**src/pmjf_pkg.sv**
```systemverilog
// Shared constants for the peak monitor and link sample framer
package pmjf_pkg;
    // -------------------------------------------------------------
    // Register map: byte address is four times the index
    // -------------------------------------------------------------
    localparam int ADDR_W = 13;
    localparam logic [10:0] IDX_MON_CTRL = 11'h270;
    localparam logic [10:0] IDX_MON_PERIOD = 11'h271;
    localparam logic [10:0] IDX_MON_HOLD = 11'h272;
    localparam logic [10:0] IDX_EMB_CTRL = 11'h279;
    localparam logic [10:0] IDX_EMB_SEL = 11'h27a;
    localparam logic [10:0] IDX_LINK_OPT0 = 11'h559;
    localparam logic [10:0] IDX_LINK_OPT1 = 11'h55a;
    localparam logic [10:0] IDX_LINK_OPT2 = 11'h58f;
    localparam logic [10:0] IDX_LINK_CFG = 11'h5f0;
    // -------------------------------------------------------------
    // Field positions and widths
    // -------------------------------------------------------------
    localparam int MON_EN_BIT = 1;
    localparam int EMB_SEL_BIT = 1;
    localparam int PERIOD_W = 24;
    localparam int PEAK_W = 13;
    localparam int SAMP_W = 14;
    localparam int FRAME_LEN = 25;
    localparam logic [4:0] FRAME_CNT = 5'h19;
    localparam logic [12:0] MAG_MAX = 13'h1fff;
    localparam logic [14:0] PRN_SEED = 15'h7fff;
    // Link config word: lanes code (0:1, 1:2, 2:4), log2 M, log2 F,
    // word size (1:16), N-1, CS, K/4-1, scramble, tail prn, remap
    localparam int LC_W = 20;
    localparam int LC_L_LSB = 0;
    localparam int LC_M_LSB = 2;
    localparam int LC_F_LSB = 4;
    localparam int LC_NP_BIT = 7;
    localparam int LC_N_LSB = 8;
    localparam int LC_CS_LSB = 12;
    localparam int LC_K_LSB = 14;
    localparam int LC_SCR_BIT = 17;
    localparam int LC_TAIL_BIT = 18;
    localparam int LC_REMAP_BIT = 19;
    localparam int LC_S_LSB = 24;
    localparam int LC_HD_BIT = 31;
    // Four lanes, two converters, F=1, N'=16, N=14, K=32, scrambled
    localparam logic [19:0] LC_RESET = 20'h3_cd86;
    // -------------------------------------------------------------
    // 8b/10b code tables, running disparity negative forms
    // -------------------------------------------------------------
    localparam logic [5:0] ENC6_TBL [0:31] = '{
        6'h27, 6'h1d, 6'h2d, 6'h31, 6'h35, 6'h29, 6'h19, 6'h38,
        6'h39, 6'h25, 6'h15, 6'h34, 6'h0d, 6'h2c, 6'h1c, 6'h17,
        6'h1b, 6'h23, 6'h13, 6'h32, 6'h0b, 6'h2a, 6'h1a, 6'h3a,
        6'h33, 6'h26, 6'h16, 6'h36, 6'h0e, 6'h2e, 6'h1e, 6'h2b};
    localparam logic [3:0] ENC4_TBL [0:7] = '{
        4'hb, 4'h9, 4'h5, 4'hc, 4'hd, 4'ha, 4'h6, 4'he};
    localparam logic [3:0] ENC4_ALT7 = 4'h7;
endpackage

```
**src/pmjf_framer.sv**
```systemverilog
// Peak monitor with embedded reporting and transmit sample framer
//
// Functional notes
// - Peak detector works on magnitude only, result is 13 bits.
// - Observation period is 24 bits, counted in clk_sys cycles.
// - Peak detection runs only while monitor control bit 1 is set.
// - Enable loads period into timer; timer decrements every cycle.
// - Each cycle keep larger of input magnitude and hidden store.
// - Each measurement seeds the store with current sample magnitude.
// - At timer count 1 copy peak into holding register for link.
// - After transfer reload timer and reseed store from next sample.
// - Embedding needs control bits 1:0 and selector bit 1 set.
// - Control bits fill from most significant position downward.
// - Peak goes out as 25-bit frame, five subframes with start bits.
// - Lanes 1/2/4, converters 1/2/4/8, octets per frame 1/2/4/8/16.
// - Word size 8 or 16, resolution 7..16, control bits 0..3.
// - Frames per multiframe limited to multiples of four to 32.
// - Samples per frame and density derived; control words fixed zero.
// - Default two converters on four lanes, A on 0/1, B 2/3.
// - Sample bits 13..6 first octet; 5..0 plus two tails second.
// - Tails are zeros or pseudorandom, or replaced by control bits.
// - Optional self-synchronising scrambler 1 + x^14 + x^15.
// - Tail count is word size minus resolution minus control bits.
// - Samples packed converter 0 first, one converter at a time.
module pmjf_framer
    import pmjf_pkg::*;
(
    input wire logic clk_sys,
    input wire logic sys_rst,
    input wire logic psel,
    input wire logic penable,
    input wire logic pwrite,
    input wire logic [ADDR_W-1:0] paddr,
    input wire logic [31:0] pwdata,
    output logic [31:0] prdata,
    output logic pready,
    output logic pslverr,
    input wire logic [SAMP_W-1:0] samp_a,
    input wire logic [SAMP_W-1:0] samp_b,
    input wire logic ovr_a,
    input wire logic ovr_b,
    output logic sample_take,
    output logic [9:0] lane0_output,
    output logic [9:0] lane1_output,
    output logic [9:0] lane2_output,
    output logic [9:0] lane3_output
);
    // -------------------------------------------------------------
    // State
    // -------------------------------------------------------------
    typedef struct packed {
        logic pready;
        logic pslverr;
        logic [31:0] prdata;
        logic mon_en;
        logic [PERIOD_W-1:0] period;
        logic [1:0] emb_ctrl;
        logic emb_sel;
        logic [7:0] opt0;
        logic [7:0] opt1;
        logic [7:0] opt2;
        logic [LC_W-1:0] lcfg;
        logic [PERIOD_W-1:0] timer;
        logic [PEAK_W-1:0] store;
        logic seed;
        logic [PEAK_W-1:0] hold;
        logic [FRAME_LEN-1:0] ser;
        logic [4:0] ser_cnt;
        logic pend;
        logic [1:0] ph;
        logic take;
        logic [29:0] cap;
        logic [14:0] prn;
        logic [3:0][14:0] scr;
        logic [3:0] rd;
        logic [3:0][9:0] sym;
    } pmjf_state_t;

    pmjf_state_t state_reg;
    pmjf_state_t state_next;

    // -------------------------------------------------------------
    // Helpers
    // -------------------------------------------------------------
    function automatic logic [12:0] mag13(input logic [13:0] x);
        logic [13:0] a;
        a = x[13] ? 14'(-x) : x;
        // Full-scale negative has no positive twin; clip it
        return a[13] ? MAG_MAX : a[12:0];
    endfunction

    function automatic logic [22:0] scr8(input logic [7:0] d,
                                         input logic [14:0] st);
        logic [14:0] s;
        logic [7:0] o;
        logic b;
        s = st;
        o = 8'h00;
        for (int i = 7; i >= 0; i--) begin
            b = d[i] ^ s[13] ^ s[14];
            o[i] = b;
            s = {s[13:0], b};
        end
        return {s, o};
    endfunction

    function automatic logic [10:0] enc8b10b(input logic [7:0] d,
                                             input logic rd);
        logic [5:0] c6;
        logic [3:0] c4;
        logic rd6;
        logic bal6;
        logic bal4;
        logic alt;
        c6 = ENC6_TBL[d[4:0]];
        bal6 = ($countones(c6) == 3);
        if (rd && (!bal6 || d[4:0] == 5'h07)) begin
            c6 = ~c6;
        end
        rd6 = bal6 ? rd : ~rd;
        // Alternate x.7 avoids a run of five equal bits
        alt = (!rd6 && (d[4:0] == 5'h11 || d[4:0] == 5'h12 ||
                        d[4:0] == 5'h14)) ||
              (rd6 && (d[4:0] == 5'h0b || d[4:0] == 5'h0d ||
                       d[4:0] == 5'h0e));
        c4 = (d[7:5] == 3'h7 && alt) ? ENC4_ALT7 : ENC4_TBL[d[7:5]];
        bal4 = ($countones(c4) == 2);
        if (rd6 && (!bal4 || d[7:5] == 3'h3)) begin
            c4 = ~c4;
        end
        return {bal4 ? rd6 : ~rd6, c6, c4};
    endfunction

    function automatic int slog(input logic [LC_W-1:0] c);
        return 3 + int'(c[LC_F_LSB +: 3]) + int'(c[LC_L_LSB +: 2])
            - int'(c[LC_M_LSB +: 2]) - (c[LC_NP_BIT] ? 4 : 3);
    endfunction

    function automatic logic cfg_legal(input logic [LC_W-1:0] c);
        int nb;
        int np;
        nb = int'(c[LC_N_LSB +: 4]) + 1;
        np = c[LC_NP_BIT] ? 16 : 8;
        return (c[LC_L_LSB +: 2] != 2'h3) && (c[LC_F_LSB +: 3] <= 3'h4)
            && (nb >= 7) && (nb + int'(c[LC_CS_LSB +: 2]) <= np)
            && (slog(c) >= 0);
    endfunction

    // -------------------------------------------------------------
    // Register decode
    // -------------------------------------------------------------
    logic [10:0] idx;
    logic hit;
    logic [31:0] rdata;
    logic wr_commit;
    logic [6:0] s_val;
    logic hd_val;

    assign idx = paddr[ADDR_W-1:2];
    assign wr_commit = psel & penable & state_reg.pready & pwrite &
                       ~state_reg.pslverr;
    assign s_val = 7'(1 << slog(state_reg.lcfg));
    assign hd_val = (state_reg.lcfg[LC_F_LSB +: 3] == 3'h0) &
                    state_reg.lcfg[LC_NP_BIT];

    always_comb begin
        hit = 1'b1;
        rdata = 32'h0000_0000;
        case (idx)
            IDX_MON_CTRL: rdata[MON_EN_BIT] = state_reg.mon_en;
            IDX_MON_PERIOD: rdata[PERIOD_W-1:0] = state_reg.period;
            IDX_MON_HOLD: rdata[PEAK_W-1:0] = state_reg.hold;
            IDX_EMB_CTRL: rdata[1:0] = state_reg.emb_ctrl;
            IDX_EMB_SEL: rdata[EMB_SEL_BIT] = state_reg.emb_sel;
            IDX_LINK_OPT0: rdata[7:0] = state_reg.opt0;
            IDX_LINK_OPT1: rdata[7:0] = state_reg.opt1;
            IDX_LINK_OPT2: rdata[7:0] = state_reg.opt2;
            IDX_LINK_CFG: begin
                rdata[LC_W-1:0] = state_reg.lcfg;
                rdata[LC_S_LSB +: 7] = s_val;
                rdata[LC_HD_BIT] = hd_val;
            end
            default: hit = 1'b0;
        endcase
    end

    // -------------------------------------------------------------
    // Peak path and word building
    // -------------------------------------------------------------
    logic [PEAK_W-1:0] mag;
    logic [PEAK_W-1:0] cand;
    logic [PERIOD_W-1:0] per_eff;
    logic emb_en;
    logic mon_bit;
    logic [29:0] src;
    logic [15:0] word0;
    logic [15:0] word1;
    logic [3:0][7:0] octs;
    logic [3:0] lane_act;
    logic [3:0][1:0] osel;
    logic [1:0] ph_last;
    logic [19:0] payload;

    assign mag = mag13(samp_a);
    assign cand = (state_reg.seed || mag > state_reg.store) ?
                  mag : state_reg.store;
    // A zero period would never reach the transfer count
    assign per_eff = (state_reg.period == 24'h00_0000) ?
                     24'h00_0001 : state_reg.period;
    assign emb_en = (&state_reg.emb_ctrl) & state_reg.emb_sel;
    assign mon_bit = emb_en & (state_reg.ser_cnt != 5'h00) &
                     state_reg.ser[FRAME_LEN-1];
    assign src = (state_reg.ph == 2'h0) ?
                 {ovr_a, samp_a, ovr_b, samp_b} : state_reg.cap;
    assign payload = {7'h00, state_reg.hold};

    function automatic logic [15:0] mkword(input logic [13:0] x,
                                           input logic ovr,
                                           input logic [1:0] cs,
                                           input logic mb,
                                           input logic [1:0] tl);
        logic [1:0] ctl;
        unique case (cs)
            2'h0: ctl = tl;
            2'h1: ctl = {mb, tl[0]};
            default: ctl = {mb, ovr};
        endcase
        return {x, ctl};
    endfunction

    always_comb begin
        logic [1:0] tl;
        logic [1:0] cs;
        tl = state_reg.lcfg[LC_TAIL_BIT] ? state_reg.prn[1:0] : 2'h0;
        cs = state_reg.lcfg[LC_CS_LSB +: 2];
        // Remap swaps which converter feeds lanes 0/1 and 2/3
        if (state_reg.lcfg[LC_REMAP_BIT]) begin
            word0 = mkword(src[13:0], src[14], cs, mon_bit, tl);
            word1 = mkword(src[28:15], src[29], cs, mon_bit, tl);
        end else begin
            word0 = mkword(src[28:15], src[29], cs, mon_bit, tl);
            word1 = mkword(src[13:0], src[14], cs, mon_bit, tl);
        end
        octs = {word1[7:0], word1[15:8], word0[7:0], word0[15:8]};
    end

    always_comb begin
        osel = {2'h3, 2'h2, 2'h1, 2'h0};
        unique case (state_reg.lcfg[LC_L_LSB +: 2])
            2'h2: begin
                lane_act = 4'hf;
                ph_last = 2'h0;
            end
            2'h1: begin
                lane_act = 4'h5;
                ph_last = 2'h1;
                osel[0] = {1'b0, state_reg.ph[0]};
                osel[2] = {1'b1, state_reg.ph[0]};
            end
            default: begin
                lane_act = 4'h1;
                ph_last = 2'h3;
                osel[0] = state_reg.ph;
            end
        endcase
    end

    // -------------------------------------------------------------
    // Next state
    // -------------------------------------------------------------
    always_comb begin
        logic [22:0] sc;
        logic [10:0] en;
        sc = 23'h00_0000;
        en = 11'h000;
        state_next = state_reg;
        // Bus: one wait state, answer on the second access cycle
        state_next.pready = psel & penable & ~state_reg.pready;
        state_next.pslverr = 1'b0;
        if (psel & penable & ~state_reg.pready) begin
            state_next.prdata = rdata;
            state_next.pslverr = ~hit | (pwrite & (idx == IDX_LINK_CFG) &
                ~cfg_legal(pwdata[LC_W-1:0]));
        end
        if (wr_commit) begin
            case (idx)
                IDX_MON_CTRL: state_next.mon_en = pwdata[MON_EN_BIT];
                IDX_MON_PERIOD:
                    state_next.period = pwdata[PERIOD_W-1:0];
                IDX_EMB_CTRL: state_next.emb_ctrl = pwdata[1:0];
                IDX_EMB_SEL: state_next.emb_sel = pwdata[EMB_SEL_BIT];
                IDX_LINK_OPT0: state_next.opt0 = pwdata[7:0];
                IDX_LINK_OPT1: state_next.opt1 = pwdata[7:0];
                IDX_LINK_OPT2: state_next.opt2 = pwdata[7:0];
                IDX_LINK_CFG: state_next.lcfg = pwdata[LC_W-1:0];
                default: ;
            endcase
        end
        // Monitor frame goes out one bit per sample
        if (state_reg.take && state_reg.ser_cnt != 5'h00) begin
            state_next.ser = {state_reg.ser[FRAME_LEN-2:0], 1'b0};
            state_next.ser_cnt = state_reg.ser_cnt - 5'h01;
        end
        if (state_reg.ser_cnt == 5'h00 && state_reg.pend) begin
            state_next.ser = {1'b1, payload[19:16], 1'b1, payload[15:12],
                              1'b1, payload[11:8], 1'b1, payload[7:4],
                              1'b1, payload[3:0]};
            state_next.ser_cnt = FRAME_CNT;
            state_next.pend = 1'b0;
        end
        // Peak detector; expiry sets pend after the load clears it
        if (!state_reg.mon_en) begin
            state_next.timer = 24'h00_0000;
            state_next.seed = 1'b1;
        end else if (state_reg.timer == 24'h00_0000) begin
            state_next.timer = per_eff;
            state_next.seed = 1'b1;
        end else begin
            state_next.store = cand;
            state_next.seed = 1'b0;
            if (state_reg.timer == 24'h00_0001) begin
                state_next.hold = cand;
                state_next.timer = per_eff;
                state_next.seed = 1'b1;
                state_next.pend = 1'b1;
            end else begin
                state_next.timer = state_reg.timer - 24'h00_0001;
            end
        end
        // Frame sequencer: fewer lanes take more cycles per frame
        state_next.ph = (state_reg.ph == ph_last) ?
                        2'h0 : state_reg.ph + 2'h1;
        state_next.take = (state_next.ph == 2'h0);
        if (state_reg.ph == 2'h0) begin
            state_next.cap = src;
        end
        state_next.prn = {state_reg.prn[13:0],
                          state_reg.prn[14] ^ state_reg.prn[13]};
        for (int k = 0; k < 4; k++) begin
            if (lane_act[k]) begin
                if (state_reg.lcfg[LC_SCR_BIT]) begin
                    sc = scr8(octs[osel[k]], state_reg.scr[k]);
                end else begin
                    sc = {state_reg.scr[k], octs[osel[k]]};
                end
                en = enc8b10b(sc[7:0], state_reg.rd[k]);
                state_next.scr[k] = sc[22:8];
                state_next.rd[k] = en[10];
                state_next.sym[k] = en[9:0];
            end else begin
                state_next.sym[k] = 10'h000;
            end
        end
    end

    always_ff @(posedge clk_sys) begin
        if (sys_rst) begin
            state_reg <= '0;
            state_reg.lcfg <= LC_RESET;
            state_reg.seed <= 1'b1;
            state_reg.take <= 1'b1;
            state_reg.prn <= PRN_SEED;
        end else begin
            state_reg <= state_next;
        end
    end

    assign prdata = state_reg.prdata;
    assign pready = state_reg.pready;
    assign pslverr = state_reg.pslverr;
    assign sample_take = state_reg.take;
    assign lane0_output = state_reg.sym[0];
    assign lane1_output = state_reg.sym[1];
    assign lane2_output = state_reg.sym[2];
    assign lane3_output = state_reg.sym[3];
endmodule

```
**config.mk**
```make
export PLATFORM = sky130hd
export DESIGN_NAME = pmjf_framer
export DESIGN_NICKNAME = d
export VERILOG_FILES = /design/src/pmjf_pkg.sv /design/src/pmjf_framer.sv
export SDC_FILE = /design/constraint.sdc
export NUM_CORES = 1
export LEC_CHECK = 0
export ABC_AREA = 1
export BUFFER_PORTS_ARGS = -buffer_cell sky130_fd_sc_hd__buf_2
export CAP_MARGIN = 20
export CORE_MARGIN = 2
export CORE_UTILIZATION = 48
export DETAILED_ROUTE_END_ITERATION = 6
export PLACE_DENSITY = 0.66
export RECOVER_POWER = 25
export SYNTH_ARGS = -nofsm -noshare
export SYNTH_HDL_FRONTEND = slang
export SYNTH_SLANG_ARGS = --single-unit
```
**constraint.sdc**
```tcl
create_clock -name clk_sys -period 10.3 [get_ports clk_sys]
set_input_delay 1.03 -clock clk_sys [delete_from_list [all_inputs] [get_ports clk_sys]]
set_output_delay 1.03 -clock clk_sys [all_outputs]
set_load 0.01 [all_outputs]
```
======== Word-level counts from Yosys, hierarchy flattened ========
Memories as Yosys holds them, arrays and structs flattened.
Cells that the tools add are included.
W data, S select, Z words.
word-level totals
  memories kept ........................... 8
  input bits .............................. 80
  bits in read-only memories .............. 896
  word-level logic and storage cells ...... 463
  output and inout port bits .............. 75
  bits in registers ....................... 340
cells by class
  shift-type cells ........................ 1
  $add $sub $neg .......................... 46
  multiplexer cells ....................... 82
  reductions and logical operators ........ 100
  $lt $le $gt $ge ......................... 15
  equality and inequality tests ........... 63
  bitwise logic cells ..................... 112
memory list
  memory            words  bits a word  rd ports  clocked after Yosys merged registers in  write ports  line                source
  (name not given)  32     6            1         0                                        0            pmjf_framer.sv:115  c6 = ENC6_TBL[d[4:0]];
  (name not given)  32     6            1         0                                        0            pmjf_framer.sv:115
  (name not given)  32     6            1         0                                        0            pmjf_framer.sv:115
  (name not given)  32     6            1         0                                        0            pmjf_framer.sv:115
  (name not given)  8      4            1         0                                        0            pmjf_framer.sv:126  c4 = (d[7:5] == 3'h7 && alt) ? ENC4_ALT7 : ENC4_TBL[d[7:5]];
  (name not given)  8      4            1         0                                        0            pmjf_framer.sv:126
  2 more memories   --     --           --        --                                       --           --
operator list
  cell                    count
  $mux W23                8
  $mux W24                3
  $mux W6                 12
  $mux W4                 17
  $xor A1 B1 Y1           65
  $eq A5 B4 Y1 const B    12
  $eq A5 B5 Y1 const B    12
  $mux W30                2
  $eq A11 B10 Y1 const B  5
  $logic_not A24 Y1       2
  $eq A11 B11 Y1 const B  4
  $add A1 B1 Y2           20
  $pmux W6 S6             1
  $bmux W8 S2             2
  $mux W16                2
  $shl A1 B32 Y7 const A  1
  $mux W31                1
  $logic_or A1 B1 Y1      29
  $mux W14                2
  $reduce_and A2 Y1       14
  $logic_and A1 B1 Y1     26
  $mux W13                2
  $add A2 B2 Y3           8
  $eq A24 B1 Y1 const B   1
  55 further kinds        168

======== Depth between registers and ports, before layout ========
Gate-level depths: netlist of run 1.
  word-level depth ........................ 33
  gate-level depth with buffers ........... 49
  mapped depth without buffers ............ 47

======== Least setup slack after synthesis of run 1 ========
OpenSTA, ideal clock, no wires.
  kind .................................... input -> register
  start point ............................. input port ovr_a
  end point ............................... register state_reg, in the netlist lane3_output[0]
  slack ................................... 3.021 ns
  arrival time ............................ 7.166 ns
  path buffers ............................ 0
  library setup time ...................... 0.113 ns
  cell stages on the path ................. 40
  data required time ...................... 10.187 ns
  cells stage by stage .................... inv_1 nand2_1 o21ai_2 nand2_1 nand3_1 nand2_1 xor2_1 inv_1 nor2_1 a21oi_1 inv_1 ha_1 inv_1 nor2_1 o21ai_0 o211ai_1 o22ai_1 inv_1 [... 4 more ...] inv_1 fa_1 o21ai_0 nand2_1 nand3_1 nand3_2 nand2_1 inv_2 fa_1 inv_1 ha_1 ha_1 nor3b_1 a21oi_4 inv_2 nand3_1 nand2_1 nor2_1
on the way
  word-level cells in the longest chain between the ends .. 28
  elaborated cells between the ends (all ways) .. 43
  classes of those cells .................. add/sub: 8; eq/ne: 8; mux: 10; bitwise: 4; reduce/logical: 12; memory: 1
ends and longest elaborated chain
  item                                 line                source
  start: declaration                   pmjf_framer.sv:40   input wire logic ovr_a,
  $mux W30 *                           pmjf_framer.sv:213  assign src = (state_reg.ph == 2'h0) ?
  $pmux W2 S2 *                        pmjf_framer.sv:223  unique case (cs)
  $mux W16 *                           pmjf_framer.sv:237  if (state_reg.lcfg[LC_REMAP_BIT]) begin
  $xor A1 B1 Y1 (2 in a row)           pmjf_framer.sv:100  b = d[i] ^ s[13] ^ s[14];
  $mux W23 *                           pmjf_framer.sv:341  if (state_reg.lcfg[LC_SCR_BIT]) begin
  $mux W23 *                           pmjf_framer.sv:340  if (lane_act[k]) begin
  $not A5 Y6 (not written as such)     pmjf_framer.sv:115
  $mem_v2 Z32 W6                       --
  [... 11 more ...]                    --
  $mux W4                              pmjf_framer.sv:126
  $add A1 B1 Y2 (not written as such)  pmjf_framer.sv:127  bal4 = ($countones(c4) == 2);
  $add A2 B2 Y3 (not written as such)  pmjf_framer.sv:127
  $eq A3 B2 Y1                         pmjf_framer.sv:127
  $logic_not A1 Y1                     pmjf_framer.sv:128  if (rd6 && (!bal4 || d[7:5] == 3'h3)) begin
  $logic_or A1 B1 Y1                   pmjf_framer.sv:128
  $logic_and A1 B1 Y1                  pmjf_framer.sv:128
  $mux W4 *                            pmjf_framer.sv:128
  end signal: assignment               pmjf_framer.sv:364  state_reg <= state_next;
  end: declaration                     pmjf_framer.sv:79   pmjf_state_t state_reg;
Mark *: on every way between the ends. The rest lies on a longest branch, timed or not. The select of a mux whose other input is x is not followed.
A chain may end at the register's enable or synchronous reset.

======== Worst setup path after layout of run 1 ========
  start point ............................. register state_reg[150] in the netlist's numbering
  end point ............................... register state_reg, in the netlist lane3_output[0]
on the way
  word-level cells in the longest chain between the ends .. 29
  elaborated cells between the ends (all ways) .. 63
  classes of those cells .................. add/sub: 8; eq/ne: 10; mux: 13; bitwise: 17; reduce/logical: 13; memory: 2
ends and longest elaborated chain
  item                                 line
  $logic_not A2 Y1 *                   pmjf_framer.sv:213
  $mux W30 *                           pmjf_framer.sv:213
  $pmux W2 S2                          pmjf_framer.sv:223
  $mux W16 *                           pmjf_framer.sv:237
  $xor A1 B1 Y1 (2 in a row)           pmjf_framer.sv:100
  $mux W23 *                           pmjf_framer.sv:341
  $mux W23 *                           pmjf_framer.sv:340
  $not A5 Y6 (not written as such)     pmjf_framer.sv:115
  [... 12 more ...]                    --
  $mux W4                              pmjf_framer.sv:126
  $add A1 B1 Y2 (not written as such)  pmjf_framer.sv:127
  $add A2 B2 Y3 (not written as such)  pmjf_framer.sv:127
  $eq A3 B2 Y1                         pmjf_framer.sv:127
  $logic_not A1 Y1                     pmjf_framer.sv:128
  $logic_or A1 B1 Y1                   pmjf_framer.sv:128
  $logic_and A1 B1 Y1                  pmjf_framer.sv:128
  $mux W4 *                            pmjf_framer.sv:128
Marks and branches as above.

==> results of run 1 <==
[per-stage QoR]
step	cells	hold slack, ns	power (mW)	utilization (%)	setup slack, ns
after detailed placement	3338	0.395	3.11	50.0	1.96
after global routing	3414	0.424	5.02	53.5	1.30
after global placement	3337	0.396	3.05	50.0	1.99
after CTS	3414	0.409	4.73	53.7	1.99
after floorplan	2818	0.388	2.83	-	3.02
final	3415	0.406	4.68	53.5	1.96
[power by group]
part           internal (mW)  leakage (nW)  switching, mW
clock                  0.990         0.719          0.626
combinational          0.565          6.57          0.992
sequential              1.45          2.78         0.0531
[layout by cell type, fill, tap and decap left out, drive strengths merged, types with 2 or more instances in the layout]
cell,n
a211oi,19
a21boi,3
a21oi,228
a221oi,12
a31oi,15
a32o,2
and2,5
buf,97
bufinv,8
clkbuf,117
clkinv,13
clkinvlp,6
dfxtp,340
fa,24
ha,77
inv,378
nand2,561
nand3,204
nand3b,5
nand4,18
nor2,239
nor3,45
nor3b,3
nor4,13
o211ai,26
o21a,2
o21ai,263
o21bai,2
o221a,2
o221ai,15
o22ai,18
o2bb2ai,2
o31ai,5
o32ai,3
or2,24
xnor2,24
xor2,58
[area by class of cell]
cell class                 count  area [um^2]
fill                        4014        19100
multi-input combinational   1923        10700
sequential                   340         6810
inverter                     383         1450
clock buffer                  54         1130
timing repair buffer         160          778
tap                          532          666
clock inverter                22          380
antenna                        1         2.50
[worst max-delay path by stage]
stage	startpoint	to	cells after the start
2_1_floorplan	ovr_a	lane3_output[0]$_SDFF_PP0_	40
3_3_place_gp	ovr_a	lane3_output[0]$_SDFF_PP0_	41
3_5_place_dp	ovr_a	lane3_output[0]$_SDFF_PP0_	41
4_1_cts	state_reg[234]$_SDFFE_PP0P_	lane0_output[3]$_SDFF_PP0_	41
5_1_grt	state_reg[234]$_SDFFE_PP0P_	lane0_output[2]$_SDFF_PP0_	40
6_report	state_reg[150]$_SDFF_PP0_	lane3_output[0]$_SDFF_PP0_	41
[routing by layer]
layer	share of wire, %	track usage [%]	routed length, um	vias up
met1	44	31.5	24100	8564
li1	-	-	-	9223
met3	5.7	3.61	3100	73
met2	48	43.8	26200	505
met5	0	0	0	-
met4	2.1	7.29	1170	0
[logic make-up after synthesis]
family          Yosys count  synth area share (%)
simple gates           1118                  24.6
xor+xnor                 82                  3.67
fa+ha+maj               101                  7.22
flops                   340                  34.0
buf+inv                 555                  12.3
compound gates          622                  18.1
==> run metrics, run 1 <==
status complete, but fails checks; failing checks capacitance limit, slew limit; Synth cell types 64; Hold Path Class reg2reg; antenna viol nets, final 0; num ports 155; Post-Route WL 54600 um; GRT overflow 0; ys async rst share 0%; Clock Sinks 340; reg-to-reg endpoint lane3_output[0]$_SDFF_PP0_; Worst-path clk slew 0.06 ns; Final period util 81.0%; hold_sp state_next[112]$_SDFF_PP1_; cell mode on critical path inv_1; Hold Path Stages 1; fmax 120 MHz; Synth area leaders dfxtp_1 (34%), nand2_1 (9.9%), inv_1 (6.6%); Die X 208 um; syn_nets 2999; TritonCTS clock tree built; most common library cells after synthesis nand2_1 (525), inv_1 (349), dfxtp_1 (340); final worst path period need 8.34 ns; gr usage total 24.8%; post-synth top area share 34.0%; initial antenna violation count 1; fin area 0.0219 mm^2; most frequent cell after synthesis nand2_1; #FFs+latches synth 340; core area 0.0410 mm^2; CP bufs+invs 10; # resized after CTS 0; Leakage 10.1 nW; drt initial violations 1401; max reg flops 238; starting density of the core 48.7%; setup repair after global routing missed its margin no; Largest stage delay, worst path 0.66 ns; Die ar. 0.0433 mm^2; R2R setup slack 1.96 ns; # Post-CTS Setup Buffers 0; worst path required time 10.76 ns; routability cong. 0.920; leading register cell type out of synthesis dfxtp_1; clk_skew 0.0457 ns; critical path peak fanout 17; Final Hold Fails 0; Yosys top cell by area dfxtp_1; part of the Yosys area used for sequential elements 34.0%; Post-Syn Area 0.0200 mm^2; Critical Path AT 8.80 ns; max-slew violations 28; FP Rows 74; pin count of the biggest net entering global routing 149; worst r2r path cells 41; Worst-Margin Slew 1.91 ns; Clock Root Buffer clkbuf_16; Power Density 213 mW/mm^2; Setup TNS 0 ns; fraction of layout cells with a size suffix above 1 10.8%; Worst setup EP type register; peak supply drop 141 uV; Mean Syn Cell Area 7.10 um^2; synth warn 0; global-route wire length before repair 88600 um; CP Launch Type register; area delta synth->final 9.74%; Placement Cell Area 0.0205 mm^2; vias in the first global route 17471; CTS Buffer Depth 3; Synth Instances 2818; Rel. slew slack -27.6%; Slowest cell on crit path ha_1; Post-CTS Hold Fix Bufs 0; IO buf count 144; WHS Endpoint state_next[113]$_SDFF_PP1_; # nets final 3030; Worst-Skew Late Latency 0.61 ns; Crit Path Class reg2reg; Post-synth EDFFs 0; H-tree depth 2; Routed wire per std cell 16.0 um; total CTS buffers 41; DR pass1 iterations 7; critical path's top delay family adder cells; reg2reg start state_reg[150]$_SDFF_PP0_; Via density 5.38; Max-cap violations 1; Final setup viols 0; DPL Wire Length 39700 um; residual DRC count 0; Chip Height 208 um; total vias in the final route 18365
Note: power is estimated with default switching activity, not from simulation.
==> run 2: changes to the inputs <==
--- a/config.mk
+++ b/config.mk
@@ -5,7 +5,7 @@
 export SDC_FILE = /design/constraint.sdc
 export NUM_CORES = 1
 export LEC_CHECK = 0
-export ABC_AREA = 1
+export ABC_AREA = 0
 export BUFFER_PORTS_ARGS = -buffer_cell sky130_fd_sc_hd__buf_2
 export CAP_MARGIN = 20
 export CORE_MARGIN = 2
==> constraint.sdc (replaced) <==
create_clock -name clk_sys -period 8.5 [get_ports clk_sys]
set_input_delay 0.85 -clock clk_sys [delete_from_list [all_inputs] [get_ports clk_sys]]
set_output_delay 0.85 -clock clk_sys [all_outputs]
set_load 0.01 [all_outputs]
==> run 2 against run 1 <==
- the run now ends clean
- synthesized cell count fell by 19%
- combinational power increased by 49%
- via count down 12%
- total power rose by 26%
- critical path depth shrank 9
- sequential power increased by 23%
- first-iteration DRC count decreased by 23%
- largest cell class unchanged
- highest routed layer unchanged
==> run metrics, run 2 <==
status finished, final reports clean; Die ar. 0.0427 mm^2 (-1.4%); worst r2r path cells 32 (-22%); worst path required time 8.98 ns (-1.78 ns); routability cong. 0.892 (-3.1%); Largest stage delay, worst path 0.54 ns (-0.12 ns); leading register cell type out of synthesis dfxtp_1; Switching Share 35.8% (+0.044 points); part of the Yosys area used for sequential elements 34.6% (+0.51 points); area delta synth->final 10.8%; Power Density 269 mW/mm^2 (+26%); residual DRC count 0 (unchanged); Synth area leaders dfxtp_1 (35%), nand2_1 (5.8%), xor2_1 (5.4%); Mean Syn Cell Area 8.60 um^2 (+21%); total vias in the final route 16128 (-12%); Max-cap violations 0 (-1); largest family of logic cells by synthesized area simple AND/OR/NAND/NOR gates; max reg flops 238 (unchanged); Synth Instances 2292 (-19%); ys async rst share 0% (unchanged); Worst-Margin Slew 1.08 ns (-0.837 ns); total CTS buffers 38 (-7.3%); Post-synth EDFFs 0 (unchanged); Chip Height 207 um (-0.72%); post-synth top area share 34.6% (+0.51 points); Worst-path clk slew 0.07 ns (about the same); Synth Area in Compound Gates 13.8% (-4.3 points); Die X 207 um (-0.72%); core area 0.0406 mm^2 (-0.90%); Simple-Gate Fraction of Synth Area 18.6% (-5.9 points); most common library cells after synthesis dfxtp_1 (340), nand2_1 (306), nor2_1 (262); Routed wire per std cell 17.1 um (+7.2%); Synth cell types 82 (+28%); critical path's top delay family adder cells; max-slew violations 0 (-100%); CP Launch Type register; post-synthesis mux area share 9.30% (+9.3 points); Sequential Power Share 31.5% (-0.7 points); DR pass1 iterations 6 (-1); commonest non-fill, non-tap cell in the layout dfxtp_1; # nets final 2506 (-17%); synth warn 0 (unchanged); TritonCTS clock tree built; Filler Cell Count 3791 (-5.6%); num ports 155 (unchanged); Clock Root Buffer clkbuf_16; syn_nets 2473 (-18%); Final period util 93.7% (+13 points); Crit Path Class reg2reg; CTS Buffer Depth 3 (unchanged); starting density of the core 48.5% (-0.28 points); CP Depth 32 (-22%); adder-cell share of the synthesized area 7.33% (+0.11 points); Worst-Skew Late Latency 0.58 ns (-0.03 ns); most frequent cell after synthesis dfxtp_1; Hold Path Stages 1 (unchanged); Clock Sinks 340 (unchanged); vias in the first global route 15628 (-11%); Setup TNS 0 ns (unchanged); Critical Path AT 8.44 ns (-0.36 ns); Leakage 8.93 nW (-11%); internal power 3.78 mW (+26%); fraction of layout cells with a size suffix above 1 13.3% (+2.6 points); critical path peak fanout 55 (+38); Via density 5.58 (+3.8%); Post-Syn Area 0.0197 mm^2 (-1.5%); IO buf count 144 (unchanged); Worst setup EP type register; fmax 126 MHz (+4.7%); Comb power frac 39.5% (+6.2 points); pin count of the biggest net entering global routing 201 (+35%); Final Hold Fails 0 (unchanged); setup ws final 0.535 ns (-1.43 ns); initial antenna violation count 5 (+4); Net Sw Power 2.10 mW (+26%); non-filler cells, final 2889 (-15%); Post-Route WL 49500 um (-9.3%); global-route wire length before repair 80400 um (-9.2%); DPL Wire Length 35300 um (-11%); most frequent cells in the layout dfxtp_1 (339), nand2_1 (306), nor2_1 (261); Yosys top cell by area dfxtp_1; Rel. slew slack 28.2% (+56 points); antenna viol nets, final 0 (unchanged); #FFs+latches synth 340 (unchanged); gr usage total 23.3% (-1.6 points); worst slack at placement 0.0415 ns (-1.92 ns); H-tree depth 2 (unchanged); drt initial violations 1078 (-23%); Synth Area in XOR/XNOR 9.15% (+5.5 points); peak supply drop 148 uV (+5.0%); Slowest cell on crit path fa_1; placed insts 2814 (-16%); FP Rows 74 (unchanged); Post-CTS Hold Fix Bufs 0 (unchanged); Hold Path Class reg2reg; clock share of power 29.0% (-5.5 points); CP bufs+invs 7 (-3); final worst path period need 7.96 ns (-0.373 ns); clk_skew 0.0246 ns (-0.0211 ns); Final setup viols 0 (unchanged); GRT overflow 0 (unchanged)
run 2: cell types whose count changed in the layout (fill, tap and decap cells not counted), moves of 44 or more:
cell / delta
nand2_1: -219
a22oi_1: +44
mux2i_1: +97
o21ai_0: -174
inv_1: -259
xor2_1: +62
xnor2_1: +51
nand3_1: -157
a21oi_1: -95
run 2: repair_timing:
item,4_1_cts,5_1_grt
resized for setup,0,17
buffers inserted,0,2
endpoints found under the setup margin,0,17
run 2: area by class of cell:
type | count | area [um^2] | area share [%]
tap | 532 | 666 | 3.05
clock inverter | 17 | 220 | 1.01
timing repair buffer | 196 | 1120 | 5.12
sequential | 340 | 6810 | 31.2
multi-input combinational | 1660 | 11600 | 53.1
inverter | 89 | 334 | 1.53
antenna | 5 | 12.5 | 0.0573
clock buffer | 50 | 1080 | 4.93
run 2: worst paths after layout:
kind,end,slack (ns),startpoint
hold / removal,state_next[114]$_SDFF_PP1_,0.41,state_next[113]$_SDFF_PP1_
hold reg to reg,state_next[114]$_SDFF_PP1_,0.41,state_next[113]$_SDFF_PP1_
setup reg to reg,state_reg[42]$_SDFFE_PP0N_,0.54,state_reg[150]$_SDFF_PP0_
setup / recovery,state_reg[42]$_SDFFE_PP0N_,0.54,state_reg[150]$_SDFF_PP0_
run 2: kinds of logic (layout without fill, tap and decap cells):
logic type	count (synthesis)	after routing
AO/OA/AOI/OAI	403	403
XOR/XNOR	202	202
adder cells (fa/ha/maj)	101	101
buffers and inverters	292	352
flip-flops	340	340
multiplexers	140	140
other	0	5
AND/OR/NAND/NOR	814	814
run 2: through the flow:
step / cell area (um^2) / utilization [%] / hold WS (ns) / total power, mW
after floorplan: 19700 / - / 0.389 / 3.76
after global placement: 20400 / 50.3 / 0.396 / 4.09
after detailed placement: 20400 / 50.3 / 0.396 / 4.17
after CTS: 21700 / 53.5 / 0.404 / 5.89
after global routing: 21800 / 53.7 / 0.423 / 6.35
final: 21800 / 53.7 / 0.405 / 5.88
run 2: worst register-to-register path: cells and delay by family, from the launching register on:
family / cells / cell delay, ns
XOR/XNOR: 3 / 0.54
flip-flops: 1 / 0.36
AO/OA/AOI/OAI: 7 / 1.27
AND/OR/NAND/NOR: 4 / 1.04
buffers and inverters: 7 / 0.92
adder cells (fa/ha/maj): 9 / 3.05
multiplexers: 2 / 0.68
run 2: power by group through the flow:
stage	clock network (mW)	registers (mW)	logic (mW)
global route	1.80	1.87	2.67
detailed placement	0	1.88	2.29
CTS	1.74	1.85	2.30
floorplan	0	1.86	1.89
global placement	0	1.88	2.21
finish	1.71	1.85	2.32
run 2: per-layer routing:
| layer | part of all wire [%] | GRT usage, % |
|---|---|---|
| met1 | 44 | 30.4 |
| met5 | 0 | 0 |
| met2 | 48 | 39.5 |
| met4 | 3.1 | 7.78 |
| met3 | 4.6 | 3.31 |
==> run 3: changes to the inputs <==
--- a/config.mk
+++ b/config.mk
@@ -9,9 +9,8 @@
 export BUFFER_PORTS_ARGS = -buffer_cell sky130_fd_sc_hd__buf_2
 export CAP_MARGIN = 20
 export CORE_MARGIN = 2
-export CORE_UTILIZATION = 48
+export CORE_UTILIZATION = 40
 export DETAILED_ROUTE_END_ITERATION = 6
-export PLACE_DENSITY = 0.66
 export RECOVER_POWER = 25
 export SYNTH_ARGS = -nofsm -noshare
 export SYNTH_HDL_FRONTEND = slang
==> run 3 against run 2 <==
- critical path depth rose by 2
- combinational power barely moved
- hold slack improved by 0.0049 ns
- sequential power barely moved
- utilization fell by 8.5 points
==> run metrics, run 3 (same netlist as run 2, synthesis figures left out) <==
status finished, final reports clean; Chip Height 226 um (+9.4%); Final Hold Fails 0 (unchanged); Power, Total 5.94 mW (+1.1%); total vias in the final route 16030 (-0.61%); total CTS buffers 41 (+7.9%); worst path required time 9.00 ns (+0.02 ns); final worst path period need 8.00 ns (+0.0311 ns); cell mode on critical path inv_1; critical path peak fanout 12 (-78%); Clock Sinks 340 (unchanged); antenna viol nets, final 0 (unchanged); CTS Buffer Depth 3 (unchanged); Worst-Margin Slew 1.08 ns (-0.000510 ns); residual DRC count 0 (unchanged); Via density 5.29 (-5.2%); DPL Wire Length 35800 um (+1.5%); non-filler cells, final 3028 (+4.8%); DR pass1 iterations 5 (-1); R2R setup slack 0.50 ns (-0.03 ns); fmax 125 MHz (-0.39%); Worst-path clk slew 0.06 ns (about the same); Hold Path Class reg2reg; Die X 226 um (+9.4%); Max-cap violations 0 (unchanged); area delta synth->final 11.8%; most frequent cells in the layout dfxtp_1 (338), nand2_1 (306), nor2_1 (261); peak supply drop 128 uV (-13%); placed insts 2944 (+4.6%); Final period util 94.1% (+0.37 points); Die ar. 0.0510 mm^2 (+20%); clk_skew 0.0219 ns (-0.00270 ns); Leakage 8.83 nW (-1.1%); pin count of the biggest net entering global routing 144 (-28%); Post-Route WL 50200 um (+1.6%); initial antenna violation count 3 (-2); # nets final 2514 (+0.32%); max reg flops 238 (unchanged); IO buf count 144 (unchanged); gr usage total 19.6% (-3.7 points); Routed wire per std cell 16.6 um (-3.1%); Rel. slew slack 28.0% (-0.14 points); Crit Path Class reg2reg; Post-CTS Hold Fix Bufs 0 (unchanged); global-route wire length before repair 80500 um (+0.14%); Worst-Skew Late Latency 0.58 ns (about the same); Clock Root Buffer clkbuf_16; vias in the first global route 15378 (-1.6%); num ports 155 (unchanged); starting density of the core 40.4% (-8.1 points); Worst setup EP type register; TritonCTS clock tree built; Critical Path AT 8.49 ns (+0.05 ns); Power Density 270 mW/mm^2 (+0.18%); Slowest cell on crit path fa_1; routability cong. 0.868 (-2.6%); CP Launch Type register; max-slew violations 0 (unchanged); Largest stage delay, worst path 0.54 ns (about the same); core area 0.0487 mm^2 (+20%); GRT overflow 0 (unchanged); FP Rows 81 (+9.5%); fraction of layout cells with a size suffix above 1 11.8% (-1.5 points); Final setup viols 0 (unchanged); commonest non-fill, non-tap cell in the layout dfxtp_1; drt initial violations 1175 (+9.0%); H-tree depth 2 (unchanged)
==> run 3: final cells by class <==
type                       count  area (um^2)
multi-input combinational   1660        11600
antenna                        3         7.51
inverter                      89          334
tap                          664          831
clock buffer                  58         1170
sequential                   340         6810
timing repair buffer         201         1110
fill                        4745        26700
clock inverter                13          201
==> run 3: path summary, 6_finish.rpt <==
kind,start,endpoint,cells past startpoint
worst max-delay path,state_reg[150]$_SDFF_PP0_,state_reg[42]$_SDFFE_PP0N_,34
worst max register to register,state_reg[150]$_SDFF_PP0_,state_reg[42]$_SDFFE_PP0N_,34
worst min register to register,state_next[108]$_SDFF_PP1_,state_next[109]$_SDFF_PP1_,1
worst min-delay path,state_next[108]$_SDFF_PP1_,state_next[109]$_SDFF_PP1_,1
==> run 3: metal layers <==
| layer | global-route usage [%] | up-vias | wire [um] |
|---|---|---|---|
| met5 | 0 | - | 12 |
| met4 | 7.35 | 2 | 1590 |
| met3 | 2.89 | 84 | 2410 |
| met2 | 33.1 | 374 | 23800 |
| met1 | 25.2 | 7663 | 22400 |
| li1 | - | 7907 | - |
==> run 3: timing repair <==
| action | 4_1_cts | 5_1_grt |
|---|---|---|
| setup buffers | 0 | 8 |
| endpoints found under the setup margin | 0 | 20 |
| gates resized for setup | 0 | 9 |
==> run 3: critical path, delay by kind of cell, from the launching register on <==
family,cells,cell delay [ns]
adder cells (fa/ha/maj),9,3.03
flip-flops,1,0.40
buffers and inverters,7,0.74
AND/OR/NAND/NOR,4,0.99
multiplexers,3,0.46
AO/OA/AOI/OAI,8,1.66
XOR/XNOR,3,0.62
==> run 3: power breakdown <==
| group | internal [mW] | switching, mW | total, mW |
|---|---|---|---|
| clock network | 1.08 | 0.716 | 1.80 |
| logic | 0.986 | 1.30 | 2.29 |
| registers | 1.77 | 0.0779 | 1.85 |
==> run 3: through the flow <==
stage | util [%] | setup WS, ns | TNS (ns) | hold WS, ns | area (um^2)
finish | 45.2 | 0.504 | 0 | 0.410 | 22000
detailed placement | 42.2 | 0.135 | 0 | 0.393 | 20600
floorplan | - | 0.336 | 0 | 0.389 | 19700
CTS | 45.0 | 0.191 | 0 | 0.412 | 21900
global placement | 42.2 | 0.271 | 0 | 0.392 | 20600
global route | 45.2 | -0.0257 | -0.0257 | 0.428 | 22000
